==> config.mk <==
export PLATFORM = sky130hd
export DESIGN_NAME = gpcs_top
export DESIGN_NICKNAME = d
export VERILOG_FILES = /design/src/shared/gpcs_pkg.sv /design/src/rtl/gpcs_chip_select.sv /design/src/rtl/gpcs_top.sv
export VERILOG_INCLUDE_DIRS = /design/src /design/src/shared
export SDC_FILE = /design/constraint.sdc
export NUM_CORES = 1
export LEC_CHECK = 0
export ABC_AREA = 1
export BUFFER_PORTS_ARGS = -buffer_cell sky130_fd_sc_hd__buf_4
export CORE_MARGIN = 8
export CORE_UTILIZATION = 50
export DETAILED_ROUTE_END_ITERATION = 10
export PLACE_DENSITY = 0.73
export SYNTH_ARGS = -nofsm -noshare
export SYNTH_HDL_FRONTEND = slang
export SYNTH_SLANG_ARGS = --single-unit
export TNS_END_PERCENT = 10
==> constraint.sdc <==
create_clock -name mclk_i -period 3.95 [get_ports mclk_i]
set_input_delay 0.5925 -clock mclk_i [delete_from_list [all_inputs] [get_ports mclk_i]]
set_output_delay 0.5925 -clock mclk_i [all_outputs]
set_load 0.02 [all_outputs]
==> src/shared/gpcs_params.svh <==
// Offsets, field positions and reset values of the port and chip-select logic
`ifndef GPCS_PARAMS_SVH
`define GPCS_PARAMS_SVH

// Port register offsets inside the I/O window, bank 0
`define GPCS_OFF_A_VALUE      3'h0
`define GPCS_OFF_A_DIRECTION  3'h1
`define GPCS_OFF_A_DRIVE_KIND 3'h2
`define GPCS_OFF_A_PULLUP     3'h3
`define GPCS_OFF_B_VALUE      3'h4
`define GPCS_OFF_B_DIRECTION  3'h5
`define GPCS_OFF_B_DRIVE_KIND 3'h6
`define GPCS_OFF_B_PULLUP     3'h7
`define GPCS_WINDOW_MASK      16'hfff8

// Reset values
`define GPCS_RST_VALUE        8'hff
`define GPCS_RST_DIRECTION    8'h00
`define GPCS_RST_DRIVE_KIND   8'h00
`define GPCS_RST_PULLUP       8'hff
`define GPCS_RST_CS_REG       8'h00

// First-level configuration indexes
`define GPCS_CFG_CS_INDEX     8'h23
`define GPCS_CFG_CS_DATA      8'h24

// Second-level chip-select registers: four slots per output
`define GPCS_CS_SLOTS         12
`define GPCS_CS_SLOT_BASE_HI  2'h0
`define GPCS_CS_SLOT_BASE_LO  2'h1
`define GPCS_CS_SLOT_CONFIG   2'h2

// Bit positions of the loose selection inputs
`define GPCS_PC3_A_BIT6       0
`define GPCS_PC3_A_BIT5       1
`define GPCS_PC3_IR_RX1       3
`define GPCS_PC3_C_BIT7       4
`define GPCS_PC5_C_BIT3       6
`define GPCS_CFG1_C_SERIAL    3
`define GPCS_CFG1_B_EXPANSION 4
`define GPCS_CFG3_B_PARALLEL  0
`define GPCS_CFG2_BANK        7

`endif

==> src/shared/gpcs_pkg.sv <==
// Types shared by the port and chip-select design files
package gpcs_pkg;

  // Pin drive bundle for an eight-bit port
  typedef struct packed {
    logic [7:0] out;
    logic [7:0] oe;
  } gpcs_drive8_t;

  // Layout of a chip-select configuration byte
  typedef struct packed {
    logic wr_qual;
    logic rd_qual;
    logic mask_a4_11;
    logic mask_a3;
    logic mask_a2;
    logic mask_a1;
    logic mask_a0;
    logic enable;
  } gpcs_cs_cfg_t;

  // Host bus cycle as seen by the decoders
  typedef struct packed {
    logic [15:0] addr;
    logic        aen;
    logic        rd_n;
    logic        wr_n;
  } gpcs_bus_t;

  // Kind of a second-level chip-select slot
  typedef enum logic [1:0] {
    GPCS_SLOT_BASE_HI,
    GPCS_SLOT_BASE_LO,
    GPCS_SLOT_CONFIG,
    GPCS_SLOT_RSVD
  } gpcs_slot_t;

endpackage : gpcs_pkg

==> src/rtl/gpcs_chip_select.sv <==
// One programmable chip-select decoder with masks and strobe qualification
`timescale 1ns/1ps
module gpcs_chip_select
  import gpcs_pkg::*;
(
  // Clock, reset, enable
  input  wire logic         mclk_i,
  input  wire logic         reset_i,
  input  wire logic         ce_i,
  // Programming
  input  wire logic [15:0]  base_i,
  input  wire gpcs_cs_cfg_t cfg_i,
  input  wire logic         fe_enable_i,
  // Host bus
  input  wire gpcs_bus_t    bus_i,
  // Result, active high
  output logic              select_o
);

  logic [15:0] care;
  logic        match;
  logic        qual;
  logic        select_q;

  // Masked bits are left out of the compare
  always_comb begin
    care        = 16'hffff;
    care[0]     = ~cfg_i.mask_a0;
    care[1]     = ~cfg_i.mask_a1;
    care[2]     = ~cfg_i.mask_a2;
    care[3]     = ~cfg_i.mask_a3;
    care[11:4]  = {8{~cfg_i.mask_a4_11}};
    match       = ~bus_i.aen && (((bus_i.addr ^ base_i) & care) == 16'h0000);
    // No qualifier bit set means address and AEN alone
    case ({cfg_i.wr_qual, cfg_i.rd_qual})
      2'b01:   qual = ~bus_i.rd_n;
      2'b10:   qual = ~bus_i.wr_n;
      2'b11:   qual = ~bus_i.rd_n | ~bus_i.wr_n;
      default: qual = 1'b1;
    endcase
  end

  // Registered so the pin never glitches on address skew
  always_ff @(posedge mclk_i) begin
    if (reset_i) begin
      select_q <= 1'b0;
    end else if (ce_i) begin
      select_q <= fe_enable_i && cfg_i.enable && match && qual;
    end
  end

  assign select_o = select_q;

endmodule : gpcs_chip_select

==> src/rtl/gpcs_top.sv <==
// Two eight-bit ports, pin sharing and three chip-select outputs
`timescale 1ns/1ps
`include "gpcs_params.svh"

module gpcs_top
  import gpcs_pkg::*;
(
  // Clock, reset, enable
  input  wire logic        mclk_i,
  input  wire logic        reset_i,
  input  wire logic        ce_i,
  // Host I/O bus, synchronous to mclk_i
  input  wire logic [15:0] isa_addr_i,
  input  wire logic        isa_aen_i,
  input  wire logic        isa_ior_n_i,
  input  wire logic        isa_iow_n_i,
  input  wire logic [7:0]  isa_data_i,
  output logic [7:0]       isa_data_o,
  output logic             isa_data_oe_o,
  // Window placement and activation
  input  wire logic [15:0] port_base_i,
  input  wire logic        port_active_i,
  // Loose configuration bits from other logic
  input  wire logic [7:0]  config_1_i,
  input  wire logic [7:0]  config_2_i,
  input  wire logic [7:0]  config_3_i,
  input  wire logic [7:0]  power_control_3_i,
  input  wire logic [7:0]  power_control_5_i,
  input  wire logic [2:0]  function_enable_2_cs_i,
  // Chip-select configuration access
  input  wire logic [7:0]  cfg_index_i,
  input  wire logic        cfg_write_i,
  input  wire logic [7:0]  cfg_wdata_i,
  output logic [7:0]       cfg_rdata_o,
  // Port A pins
  input  wire logic [7:0]  port_a_pin_i,
  output logic [7:0]       port_a_pin_o,
  output logic [7:0]       port_a_pin_oe_o,
  output logic [7:0]       port_a_pullup_o,
  // Port B pins; bits 4 and 5 are the expansion_data_2/3 pins
  input  wire logic [7:0]  port_b_pin_i,
  output logic [7:0]       port_b_pin_o,
  output logic [7:0]       port_b_pin_oe_o,
  output logic [7:0]       port_b_pullup_o,
  // Alternate pins for port B bits 4 and 5
  input  wire logic        infrared_receive_1_i,
  output logic             infrared_receive_1_o,
  output logic             infrared_receive_1_oe_o,
  input  wire logic        parallel_16_i,
  output logic             parallel_16_o,
  output logic             parallel_16_oe_o,
  // Pin ownership flags
  output logic [7:0]       port_a_owns_o,
  output logic [7:0]       port_b_owns_o,
  output logic             port_b_bit4_ir_owns_o,
  output logic             port_b_bit5_par_owns_o,
  output logic [7:0]       port_c_owns_o,
  // Chip-select pins, active low
  output logic             select_out_0_o,
  output logic             select_out_0_oe_o,
  output logic             select_out_1_n_o,
  output logic             select_out_2_n_o
);

  // Port registers
  logic [7:0] a_value_q, a_dir_q, a_kind_q, a_pull_q;
  logic [7:0] b_value_q, b_dir_q, b_kind_q, b_pull_q;
  // Chip-select second-level registers
  logic [7:0] cs_reg_q [`GPCS_CS_SLOTS];
  logic [7:0] cs_index_q;
  // Pin synchronisers: three stages and a filtered level
  logic [7:0] a_s1_q, a_s2_q, a_s3_q, a_pin_q;
  logic [7:0] b_s1_q, b_s2_q, b_s3_q, b_pin_q;
  logic [2:0] x_s1_q, x_s2_q, x_s3_q, x_pin_q;
  // Bus strobe history and read data
  logic       iow_n_q;
  logic [7:0] rdata_q;
  logic       hit;
  logic       wr_pulse;
  logic [2:0] off;
  logic [7:0] b_in;
  gpcs_drive8_t a_drv, b_drv;
  gpcs_bus_t    bus;
  logic [2:0]   cs_sel;

  // Slot kind inside a group of four second-level registers
  function automatic gpcs_slot_t slot_kind(input logic [7:0] idx);
    case (idx[1:0])
      `GPCS_CS_SLOT_BASE_HI: slot_kind = GPCS_SLOT_BASE_HI;
      `GPCS_CS_SLOT_BASE_LO: slot_kind = GPCS_SLOT_BASE_LO;
      `GPCS_CS_SLOT_CONFIG:  slot_kind = GPCS_SLOT_CONFIG;
      default:               slot_kind = GPCS_SLOT_RSVD;
    endcase
  endfunction : slot_kind

  // Open-drain or push-pull drive for one port
  function automatic gpcs_drive8_t port_drive(input logic [7:0] value, input logic [7:0] dir,
                                              input logic [7:0] kind, input logic [7:0] owns);
    gpcs_drive8_t d;
    d.out = value & kind;
    d.oe  = dir & owns & (kind | ~value);
    port_drive = d;
  endfunction : port_drive

  // Window decode; bank 1 is not present so it never answers
  assign off      = isa_addr_i[2:0];
  assign hit      = port_active_i && !isa_aen_i && !config_2_i[`GPCS_CFG2_BANK] &&
                    ((isa_addr_i & `GPCS_WINDOW_MASK) == port_base_i);
  assign wr_pulse = hit && !isa_iow_n_i && iow_n_q;

  // Write strobe edge detector
  always_ff @(posedge mclk_i) begin
    if (reset_i) begin
      iow_n_q <= 1'b1;
    end else if (ce_i) begin
      iow_n_q <= isa_iow_n_i;
    end
  end

  // Port A registers; writes to input bits only reach the latch
  always_ff @(posedge mclk_i) begin
    if (reset_i) begin
      a_value_q <= `GPCS_RST_VALUE;
      a_dir_q   <= `GPCS_RST_DIRECTION;
      a_kind_q  <= `GPCS_RST_DRIVE_KIND;
      a_pull_q  <= `GPCS_RST_PULLUP;
    end else if (ce_i && wr_pulse) begin
      case (off)
        `GPCS_OFF_A_VALUE:      a_value_q <= isa_data_i;
        `GPCS_OFF_A_DIRECTION:  a_dir_q   <= isa_data_i;
        `GPCS_OFF_A_DRIVE_KIND: a_kind_q  <= isa_data_i;
        `GPCS_OFF_A_PULLUP:     a_pull_q  <= isa_data_i;
        default: ;
      endcase
    end
  end

  // Port B registers at the upper four offsets
  always_ff @(posedge mclk_i) begin
    if (reset_i) begin
      b_value_q <= `GPCS_RST_VALUE;
      b_dir_q   <= `GPCS_RST_DIRECTION;
      b_kind_q  <= `GPCS_RST_DRIVE_KIND;
      b_pull_q  <= `GPCS_RST_PULLUP;
    end else if (ce_i && wr_pulse) begin
      case (off)
        `GPCS_OFF_B_VALUE:      b_value_q <= isa_data_i;
        `GPCS_OFF_B_DIRECTION:  b_dir_q   <= isa_data_i;
        `GPCS_OFF_B_DRIVE_KIND: b_kind_q  <= isa_data_i;
        `GPCS_OFF_B_PULLUP:     b_pull_q  <= isa_data_i;
        default: ;
      endcase
    end
  end

  // Three-stage pin synchronisers; level moves once stages two and three agree
  always_ff @(posedge mclk_i) begin
    if (reset_i) begin
      a_s1_q  <= 8'h00;
      a_s2_q  <= 8'h00;
      a_s3_q  <= 8'h00;
      a_pin_q <= 8'h00;
      b_s1_q  <= 8'h00;
      b_s2_q  <= 8'h00;
      b_s3_q  <= 8'h00;
      b_pin_q <= 8'h00;
      x_s1_q  <= 3'h0;
      x_s2_q  <= 3'h0;
      x_s3_q  <= 3'h0;
      x_pin_q <= 3'h0;
    end else if (ce_i) begin
      a_s1_q  <= port_a_pin_i;
      a_s2_q  <= a_s1_q;
      a_s3_q  <= a_s2_q;
      a_pin_q <= (a_s2_q & a_s3_q) | (a_pin_q & (a_s2_q ^ a_s3_q));
      b_s1_q  <= port_b_pin_i;
      b_s2_q  <= b_s1_q;
      b_s3_q  <= b_s2_q;
      b_pin_q <= (b_s2_q & b_s3_q) | (b_pin_q & (b_s2_q ^ b_s3_q));
      x_s1_q  <= {1'b0, parallel_16_i, infrared_receive_1_i};
      x_s2_q  <= x_s1_q;
      x_s3_q  <= x_s2_q;
      x_pin_q <= (x_s2_q & x_s3_q) | (x_pin_q & (x_s2_q ^ x_s3_q));
    end
  end

  // Pin ownership from the loose selection bits
  always_comb begin
    port_a_owns_o    = 8'hff;
    port_a_owns_o[5] = power_control_3_i[`GPCS_PC3_A_BIT5];
    port_a_owns_o[6] = power_control_3_i[`GPCS_PC3_A_BIT6];
    port_b_owns_o    = 8'hff;
    port_b_owns_o[4] = config_1_i[`GPCS_CFG1_B_EXPANSION];
    port_b_owns_o[5] = config_1_i[`GPCS_CFG1_B_EXPANSION];
    port_b_bit4_ir_owns_o  = power_control_3_i[`GPCS_PC3_IR_RX1];
    port_b_bit5_par_owns_o = config_3_i[`GPCS_CFG3_B_PARALLEL];
    port_c_owns_o    = {8{config_1_i[`GPCS_CFG1_C_SERIAL]}};
    port_c_owns_o[3] = power_control_5_i[`GPCS_PC5_C_BIT3];
    port_c_owns_o[7] = power_control_3_i[`GPCS_PC3_C_BIT7];
  end

  // Shared input bits read the alternate pin when it is selected
  always_comb begin
    b_in    = b_pin_q;
    b_in[4] = port_b_bit4_ir_owns_o ? x_pin_q[0] : b_pin_q[4];
    b_in[5] = port_b_bit5_par_owns_o ? x_pin_q[1] : b_pin_q[5];
  end

  // Pin drive, one value may feed two pins at once
  assign a_drv = port_drive(a_value_q, a_dir_q, a_kind_q, port_a_owns_o);
  assign b_drv = port_drive(b_value_q, b_dir_q, b_kind_q, port_b_owns_o);
  assign port_a_pin_o    = a_drv.out;
  assign port_a_pin_oe_o = a_drv.oe;
  assign port_b_pin_o    = b_drv.out;
  assign port_b_pin_oe_o = b_drv.oe;
  assign port_a_pullup_o = a_pull_q;
  assign port_b_pullup_o = b_pull_q;
  assign infrared_receive_1_o    = b_value_q[4] & b_kind_q[4];
  assign infrared_receive_1_oe_o = b_dir_q[4] & port_b_bit4_ir_owns_o & (b_kind_q[4] | ~b_value_q[4]);
  assign parallel_16_o           = b_value_q[5] & b_kind_q[5];
  assign parallel_16_oe_o        = b_dir_q[5] & port_b_bit5_par_owns_o & (b_kind_q[5] | ~b_value_q[5]);

  // Read data staged every cycle; outputs return latch, inputs the pin
  always_ff @(posedge mclk_i) begin
    if (reset_i) begin
      rdata_q <= 8'h00;
    end else if (ce_i) begin
      case (off)
        `GPCS_OFF_A_VALUE:      rdata_q <= (a_dir_q & a_value_q) | (~a_dir_q & a_pin_q);
        `GPCS_OFF_A_DIRECTION:  rdata_q <= a_dir_q;
        `GPCS_OFF_A_DRIVE_KIND: rdata_q <= a_kind_q;
        `GPCS_OFF_A_PULLUP:     rdata_q <= a_pull_q;
        `GPCS_OFF_B_VALUE:      rdata_q <= (b_dir_q & b_value_q) | (~b_dir_q & b_in);
        `GPCS_OFF_B_DIRECTION:  rdata_q <= b_dir_q;
        `GPCS_OFF_B_DRIVE_KIND: rdata_q <= b_kind_q;
        default:                rdata_q <= b_pull_q;
      endcase
    end
  end

  // Bus driven only while a read strobe hits the window
  assign isa_data_o    = rdata_q;
  assign isa_data_oe_o = hit && !isa_ior_n_i;

  // First-level index, then second-level register file
  always_ff @(posedge mclk_i) begin
    if (reset_i) begin
      cs_index_q <= 8'h00;
    end else if (ce_i && cfg_write_i && cfg_index_i == `GPCS_CFG_CS_INDEX) begin
      cs_index_q <= cfg_wdata_i;
    end
  end

  // Second-level slots as flops; reserved slots never store
  generate
    for (genvar i = 0; i < `GPCS_CS_SLOTS; i++) begin : g_slot
      always_ff @(posedge mclk_i) begin
        if (reset_i) begin
          cs_reg_q[i] <= `GPCS_RST_CS_REG;
        end else if (ce_i && cfg_write_i && cfg_index_i == `GPCS_CFG_CS_DATA &&
                     cs_index_q == 8'(i) && slot_kind(8'(i)) != GPCS_SLOT_RSVD) begin
          cs_reg_q[i] <= cfg_wdata_i;
        end
      end
    end
  endgenerate

  // Configuration read-back; reserved and out-of-range read as zero
  always_ff @(posedge mclk_i) begin
    if (reset_i) begin
      cfg_rdata_o <= 8'h00;
    end else if (ce_i) begin
      if (cfg_index_i == `GPCS_CFG_CS_INDEX) begin
        cfg_rdata_o <= cs_index_q;
      end else if (cfg_index_i == `GPCS_CFG_CS_DATA && cs_index_q < 8'(`GPCS_CS_SLOTS) &&
                   slot_kind(cs_index_q) != GPCS_SLOT_RSVD) begin
        cfg_rdata_o <= cs_reg_q[cs_index_q[3:0]];
      end else begin
        cfg_rdata_o <= 8'h00;
      end
    end
  end

  // Chip-select decoders, one per output
  assign bus = '{addr: isa_addr_i, aen: isa_aen_i, rd_n: isa_ior_n_i, wr_n: isa_iow_n_i};
  generate
    for (genvar c = 0; c < 3; c++) begin : g_cs
      gpcs_chip_select u_cs (
        .mclk_i      (mclk_i),
        .reset_i     (reset_i),
        .ce_i        (ce_i),
        .base_i      ({cs_reg_q[4*c], cs_reg_q[4*c+1]}),
        .cfg_i       (gpcs_cs_cfg_t'(cs_reg_q[4*c+2])),
        .fe_enable_i (function_enable_2_cs_i[c]),
        .bus_i       (bus),
        .select_o    (cs_sel[c])
      );
    end
  endgenerate

  // Output 0 only pulls low; the others drive both levels
  assign select_out_0_o    = 1'b0;
  assign select_out_0_oe_o = cs_sel[0];
  assign select_out_1_n_o  = ~cs_sel[1];
  assign select_out_2_n_o  = ~cs_sel[2];

endmodule : gpcs_top

==> summary.txt, run 1 <==
Run status
  • Status: completed

Clock tree
  • CTS tree: done
  • CTS Buffer Depth: 3
  • H-tree levels: 1
  • Post-CTS setup buffer count: 0
  • Cts hold-fix bufs: 0
  • CTS clk-pin slew, worst paths: 60 ps
  • Clock Latency Late Sink: 550 ps
  • Root Buffer: clkbuf_16
  • Post-CTS sizing: 0
  • CTS buffer count: 26
  • CTS sink cnt: 240

Critical path
  • Critical path startpoint category: input pin
  • Worst endpoint required time: 3360 ps
  • WS Path Type: input pin to output port
  • Crit path largest cell delay: 320 ps
  • Critical path's slowest cell: nor2_4
  • Worst path buffer plus inverter count: 3
  • Top delay family on crit path: simple AND/OR/NAND/NOR gates
  • Worst-path fanout max: 9
  • CP Capture Type: output port
  • Worst path arrival time: 2080 ps
  • CP cell instances: buf_4, inv_1, o21ai_0, nor2_1, nand2_1, nor2_4, nand2_1, nor2_1, buf_4

Global routing
  • First-pass GRT wire length: 57200 microns
  • Number of global-route vias before repair: 10300
  • Largest net degree at the start of global routing: 88
  • Antenna violations before repair: 0
  • Grt total ovfl: 0
  • Total GRT Usage: 0.249

Routing
  • DR DRC count: 0
  • Drt wl/cell: 17.5 microns
  • Via count: 11600
  • Final wirelength: 37900 microns
  • DRT iter0 DRCs: 1304
  • TritonRoute pass-1 iters: 6
  • Remaining antenna violation count: 0
  • Via density: 5.35

Cells and area
  • Max FFs per register: 72
  • N_diodes: 0
  • Synthesis-to-finish area growth: 17.7%
  • Most common cell after layout, fill and taps aside: nand2_1
  • Filler Cell Count: 2258
  • Footprint of the multi-input gates: 5420 sq um
  • Nets: 1959
  • Commonest non-fill, non-tap cells in the layout: nand2_1, nor2_1, buf_4
  • Reg area: 5530 sq um
  • Layout cells sized above 1: 0.130
  • Finished Layout Cells: 2160
  • Top reg by flops: cs_reg_q

Floorplanning
  • Die height: 171 microns
  • Core Area: 24000 sq um
  • Starting Density: 0.503
  • Total I/O pin count: 224
  • DIE AREA: 29300 sq um
  • Die X: 171 microns
  • Row count: 57

Timing
  • Worst slew pin tran: 904 ps
  • Final hold slack: 259 ps
  • Final period utilization: 0.677
  • Slew Viols, Final: 0
  • Final WS setup: 1280 ps
  • Final Hold Viols: 0
  • Setup violators final: 0
  • Worst Skew: 28.8 ps
  • Normalized max-slew margin: 0.397
  • F_max: 374 MHz
  • Setup TNS: 0 ps
  • RSZ-0062 raised after global routing: no
  • Post-route minimum period: 2670 ps

Place
  • Pre-CTS setup slack: 1290 ps
  • Count of input and output buffers: 168
  • Placed cells: 2112
  • DP HPWL: 26700 microns
  • RD Place Congestion: 0.925

Run
  • Max Cap Viol: 0

Synthesis
  • Yosys warning count: 0
  • #FFs+latches synth: 240
  • Netlist cell types: 31
  • Post-synthesis sequential area ratio: 0.458
  • Post-synthesis cell area: 12100 sq um
  • Post-Syn Instances: 1702
  • Mean Syn Cell Area: 7.08 sq um

Power and ir drop
  • Clock share of power: 0.445
  • Switching power total: 1400 uW
  • Switching fraction of total power: 0.248
  • Sequential share of power: 0.470
  • Power per Cell Area: 398 nW/um^2
  • Gate power share: 0.085
  • Power consumption: 5650 uW
  • Leakage: 0.00671 uW
  • Peak supply drop: 0.335 mV
  • Int Pwr: 4250 uW

Min path
  • Worst hold path class: input pin to flop
## worst reg2reg max path, cell delays in order, from the launching register on
cell	delay, ps
dfxtp_1	320
inv_1	660
nor2_1	80
o21ai_0	380
nand2_1	90
nand2_1	80
nand2_1	60
nand2_1	60
nand3_1	130
a21oi_1	190
## path summary, 6_finish.rpt
kind / cells past startpoint / slack (ps) / end / from
worst min register to register: 2 / 470 / g_cs[1].u_cs.select_o / g_cs[1].u_cs.select_o
worst max-delay path: 9 / 1280 / isa_data_oe_o / isa_addr_i[5]
worst max register to register: 9 / 1850 / cfg_rdata_o[7] / flop
worst min-delay path: 3 / 260 / b_s1_q[3] / port_b_pin_i[3]
## routing by layer
layer / track usage / vias to the layer above / routed length, microns
met5: 0 / - / 0
met4: 0.0688 / 0 / 920
met3: 0.0466 / 65 / 3740
met2: 0.381 / 539 / 16700
met1: 0.355 / 5328 / 16500
li1: - / 5634 / -
## metrics by stage
step,util,cell area (sq um)
after global routing,0.592,14200
after detailed placement,0.556,13300
after global placement,0.556,13300
after CTS,0.592,14200
after floorplan,-,12100
final,0.592,14200
## power by group through the flow
stage	registers, uW	clock network (uW)	logic [uW]
floorplan	2700	0	292
global placement	2700	0	466
detailed placement	2710	0	471
CTS	2650	2520	476
global route	2660	2630	531
finish	2650	2520	480
## synthesized netlist by cell type (all sizes together)
| cell type | number | area [sq um] |
|---|---|---|
| a211oi | 1 | 7.51 |
| a21oi | 85 | 425 |
| buf | 51 | 332 |
| clkbuf | 53 | 200 |
| clkinv | 13 | 48.8 |
| conb | 2 | 7.51 |
| dfxtp | 168 | 3360 |
| edfxtp | 72 | 2160 |
| ha | 18 | 225 |
| inv | 151 | 567 |
| nand2 | 406 | 1520 |
| nand3 | 94 | 470 |
| nand4 | 22 | 163 |
| nor2 | 346 | 1320 |
| nor3 | 14 | 70.1 |
| nor3b | 1 | 12.5 |
| nor4 | 4 | 25.0 |
| o2111ai | 1 | 8.76 |
| o211ai | 7 | 52.6 |
| o21ai | 153 | 766 |
| o22ai | 11 | 68.8 |
| or2 | 6 | 37.5 |
| xnor2 | 16 | 140 |
| xor2 | 7 | 61.3 |
## kinds of logic after synthesis
kind of cell / count (synthesis) / synth area share
and+or+nand+nor: 893 / 0.300
buffers and inverters: 268 / 0.0952
AOI/OAI and AO/OA: 258 / 0.110
DFF: 240 / 0.458
xor gates and xnor gates: 23 / 0.0167
adders and majority gates: 18 / 0.0187
other: 2 / 0.000623
## cell type report
cell class | count | share of cell area
inverter | 164 | 0.0435
clock inverter | 19 | 0.0151
multi-input combinational | 1205 | 0.382
sequential | 240 | 0.389
timing repair buffer | 179 | 0.0947
tap | 324 | 0.0286
clock buffer | 29 | 0.0466
Power figures use the tool's default switching activity.
==> inputs of run 2 (changes only) <==
ABC_AREA = 0   (was 1)
PLACE_DENSITY = 0.76   (was 0.73)
clock period = 2.2 ns   (was 3.95 ns; I/O delays follow)
==> run 2 against run 1 <==
  * Count of clock-buffer cells in the layout up 4
  * Total power up 77%
  * Synthesized area down 2.1%
  * Non-clock buffer count up 53
  * Critical endpoint is now cs_reg_q[1][3]
  * Combinational power up 79%
  * First-iteration DRC count down 39%
  * Die area down 1.9%
==> summary.txt, run 2 <==
Global routing
  • GRT busiest layer: met2
  • GR Util met3: 0.0500
  • Antenna violations before repair: 1
  • Grt total ovfl: 0
  • Number of global-route vias before repair: 9389
  • GR Layer Usage met2: 0.384
  • GR Util met1: 0.277
  • Total GRT Usage: 0.226
  • Largest net degree at the start of global routing: 129
  • First-pass GRT wire length: 51300 microns

Timing
  • Final Hold Viols: 0
  • Setup violators final: 0
  • Post-route minimum period: 2140 ps
  • Setup TNS: 0 ps
  • Normalized max-slew margin: 0.372
  • Worst Skew: 23.8 ps
  • RSZ-0062 raised after global routing: yes
  • Final hold slack: 28.6 ps
  • Final period utilization: 0.972
  • Worst slew pin tran: 942 ps
  • F_max: 468 MHz
  • Slew Viols, Final: 0

Synthesis
  • Top FF cell, synth: dfxtp_1
  • Post-synthesis sequential area ratio: 0.468
  • Yosys warning count: 0
  • Post-synth EDFFs: 72
  • Post-synthesis cell area: 11800 sq um
  • Top-area cell type share of the netlist area: 0.285
  • Asr flop ratio synth: 0
  • Most common cell in the netlist: dfxtp_1
  • Post-Syn Instances: 1180
  • Netlist cell types: 72
  • Synth area leaders: dfxtp_1, edfxtp_1, mux2i_1
  • Top cells by count, synth: dfxtp_1, mux2i_1, nor2_1
  • Yosys top cell by area: dfxtp_1
  • Mean Syn Cell Area: 10.0 sq um
  • #FFs+latches synth: 240

Clock tree
  • CTS sink cnt: 240
  • Post-CTS setup buffer count: 0
  • Root Buffer: clkbuf_16
  • CTS clk-pin slew, worst paths: 60 ps
  • CTS tree: done
  • Clock Latency Late Sink: 540 ps
  • CTS buffer count: 27
  • H-tree levels: 1
  • Cts hold-fix bufs: 0
  • CTS Buffer Depth: 3

Critical path
  • WS Path Type: flop to flop
  • Worst path arrival time: 2380 ps
  • R2r startpoint: cs_index_q[6]
  • Worst-path fanout max: 8
  • Critical path startpoint category: flop
  • Worst endpoint required time: 2440 ps
  • R2r setup slk: 60 ps
  • R2r worst-path depth: 6
  • CP Capture Type: flop
  • Reg-to-reg endpoint: cs_reg_q[1][3]

Min path
  • Worst hold path class: input pin to flop
  • Hold wc startpoint: port_a_pin_i[3]
  • Min-Delay Endpoint: a_s1_q[3]
  • Hold depth: 3

Run
  • Max Cap Viol: 0

Routing
  • TritonRoute pass-1 iters: 5
  • Remaining antenna violation count: 0
  • Via count: 9421
  • Final wirelength: 33800 microns
  • Drt wl/cell: 19.8 microns
  • DRT iter0 DRCs: 792
  • DR DRC count: 0
  • Via density: 5.53

Floorplanning
  • Row count: 56
  • DIE AREA: 28800 sq um
  • Die height: 170 microns
  • Core Area: 23300 sq um
  • Starting Density: 0.506
  • Die X: 170 microns
  • Total I/O pin count: 224

Power and ir drop
  • Peak supply drop: 0.590 mV
  • Int Pwr: 7580 uW
  • Switching fraction of total power: 0.240
  • Clock share of power: 0.441
  • Switching power total: 2390 uW
  • Leakage: 0.00620 uW
  • Sequential share of power: 0.473
  • Power per Cell Area: 684 nW/um^2
  • Gate power share: 0.086

Cells and area
  • Finished Layout Cells: 1704
  • Max FFs per register: 72
  • Post-Layout Inst Area: 14600 sq um
  • Most common cell after layout, fill and taps aside: buf_4
  • N_diodes: 0
  • Commonest non-fill, non-tap cells in the layout: buf_4, dfxtp_1, mux2i_1
  • Nets: 1507
  • Synthesis-to-finish area growth: 23.6%
  • Top reg by flops: cs_reg_q
  • Layout cells sized above 1: 0.237

Place
  • Dpl cell area: 13700 sq um
  • Count of input and output buffers: 168
  • RD Place Congestion: 0.894
  • DP HPWL: 24500 microns
  • Placed cells: 1654

Run status
  • Status: completed
## run 2: worst max-delay path by stage
stage / from / end / slack, ps
floorplan: port_base_i[8] / port_a_pullup_o[0] / -120
global placement: port_base_i[8] / a_value_q[6] / -130
detailed placement: cfg_index_i[1] / cs_reg_q[2][0] / -140
CTS: cs_index_q[6] / cs_reg_q[8][6] / 40
global route: cs_index_q[6] / cs_reg_q[2][4] / -30
finish: cs_index_q[6] / cs_reg_q[1][3] / 60
## run 2: what timing repair did
action	CTS	global route
pin swaps	1	7
gates resized for setup	0	7
setup endpoints to repair	25	26
gates cloned	0	0
## run 2: routing by layer
metal	wire length, microns	up-vias
li1	-	4460
met1	13600	4470
met2	16200	398
met3	2680	91
met4	1290	2
met5	13	-
## run 2: kinds of logic after synthesis
| family | Yosys count | synth area share |
|---|---|---|
| xor gates and xnor gates | 62 | 0.0460 |
| DFF | 240 | 0.468 |
| other | 2 | 0.000637 |
| muxes | 164 | 0.148 |
| and+or+nand+nor | 408 | 0.178 |
| AOI/OAI and AO/OA | 170 | 0.0891 |
| buffers and inverters | 116 | 0.0506 |
| adders and majority gates | 18 | 0.0191 |
## run 2: worst max-delay path, stage by stage, from the launching register on
cell	delay, ps
dfxtp_2	320
or4b_4	490
nor4_4	340
nand4b_1	130
buf_4	190
o31ai_4	230
buf_12	160
## run 2: power groups by stage
stage          clock [uW]  sequential (uW)  combinational (uW)
2_1_floorplan           0             4800                 492
3_3_place_gp            0             4810                 831
3_5_place_dp            0             4810                 844
4_1_cts              4450             4720                 850
5_1_grt              4640             4730                 917
6_report             4400             4720                 859
## run 2: layout make-up
cell class,count,area (sq um)
fill,1864,8750
multi-input combinational,835,5820
sequential,240,5530
timing repair buffer,232,1860
clock buffer,33,719
tap,319,399
clock inverter,17,149
inverter,28,105
## run 2: per-stage QoR
stage	total power (uW)	utilization	setup WS, ps
CTS	10000	0.624	40.3
detailed placement	5660	0.586	-139
global placement	5640	0.586	-126
floorplan	5290	-	-119
global route	10300	0.625	-25.6
finish	9980	0.625	61.9
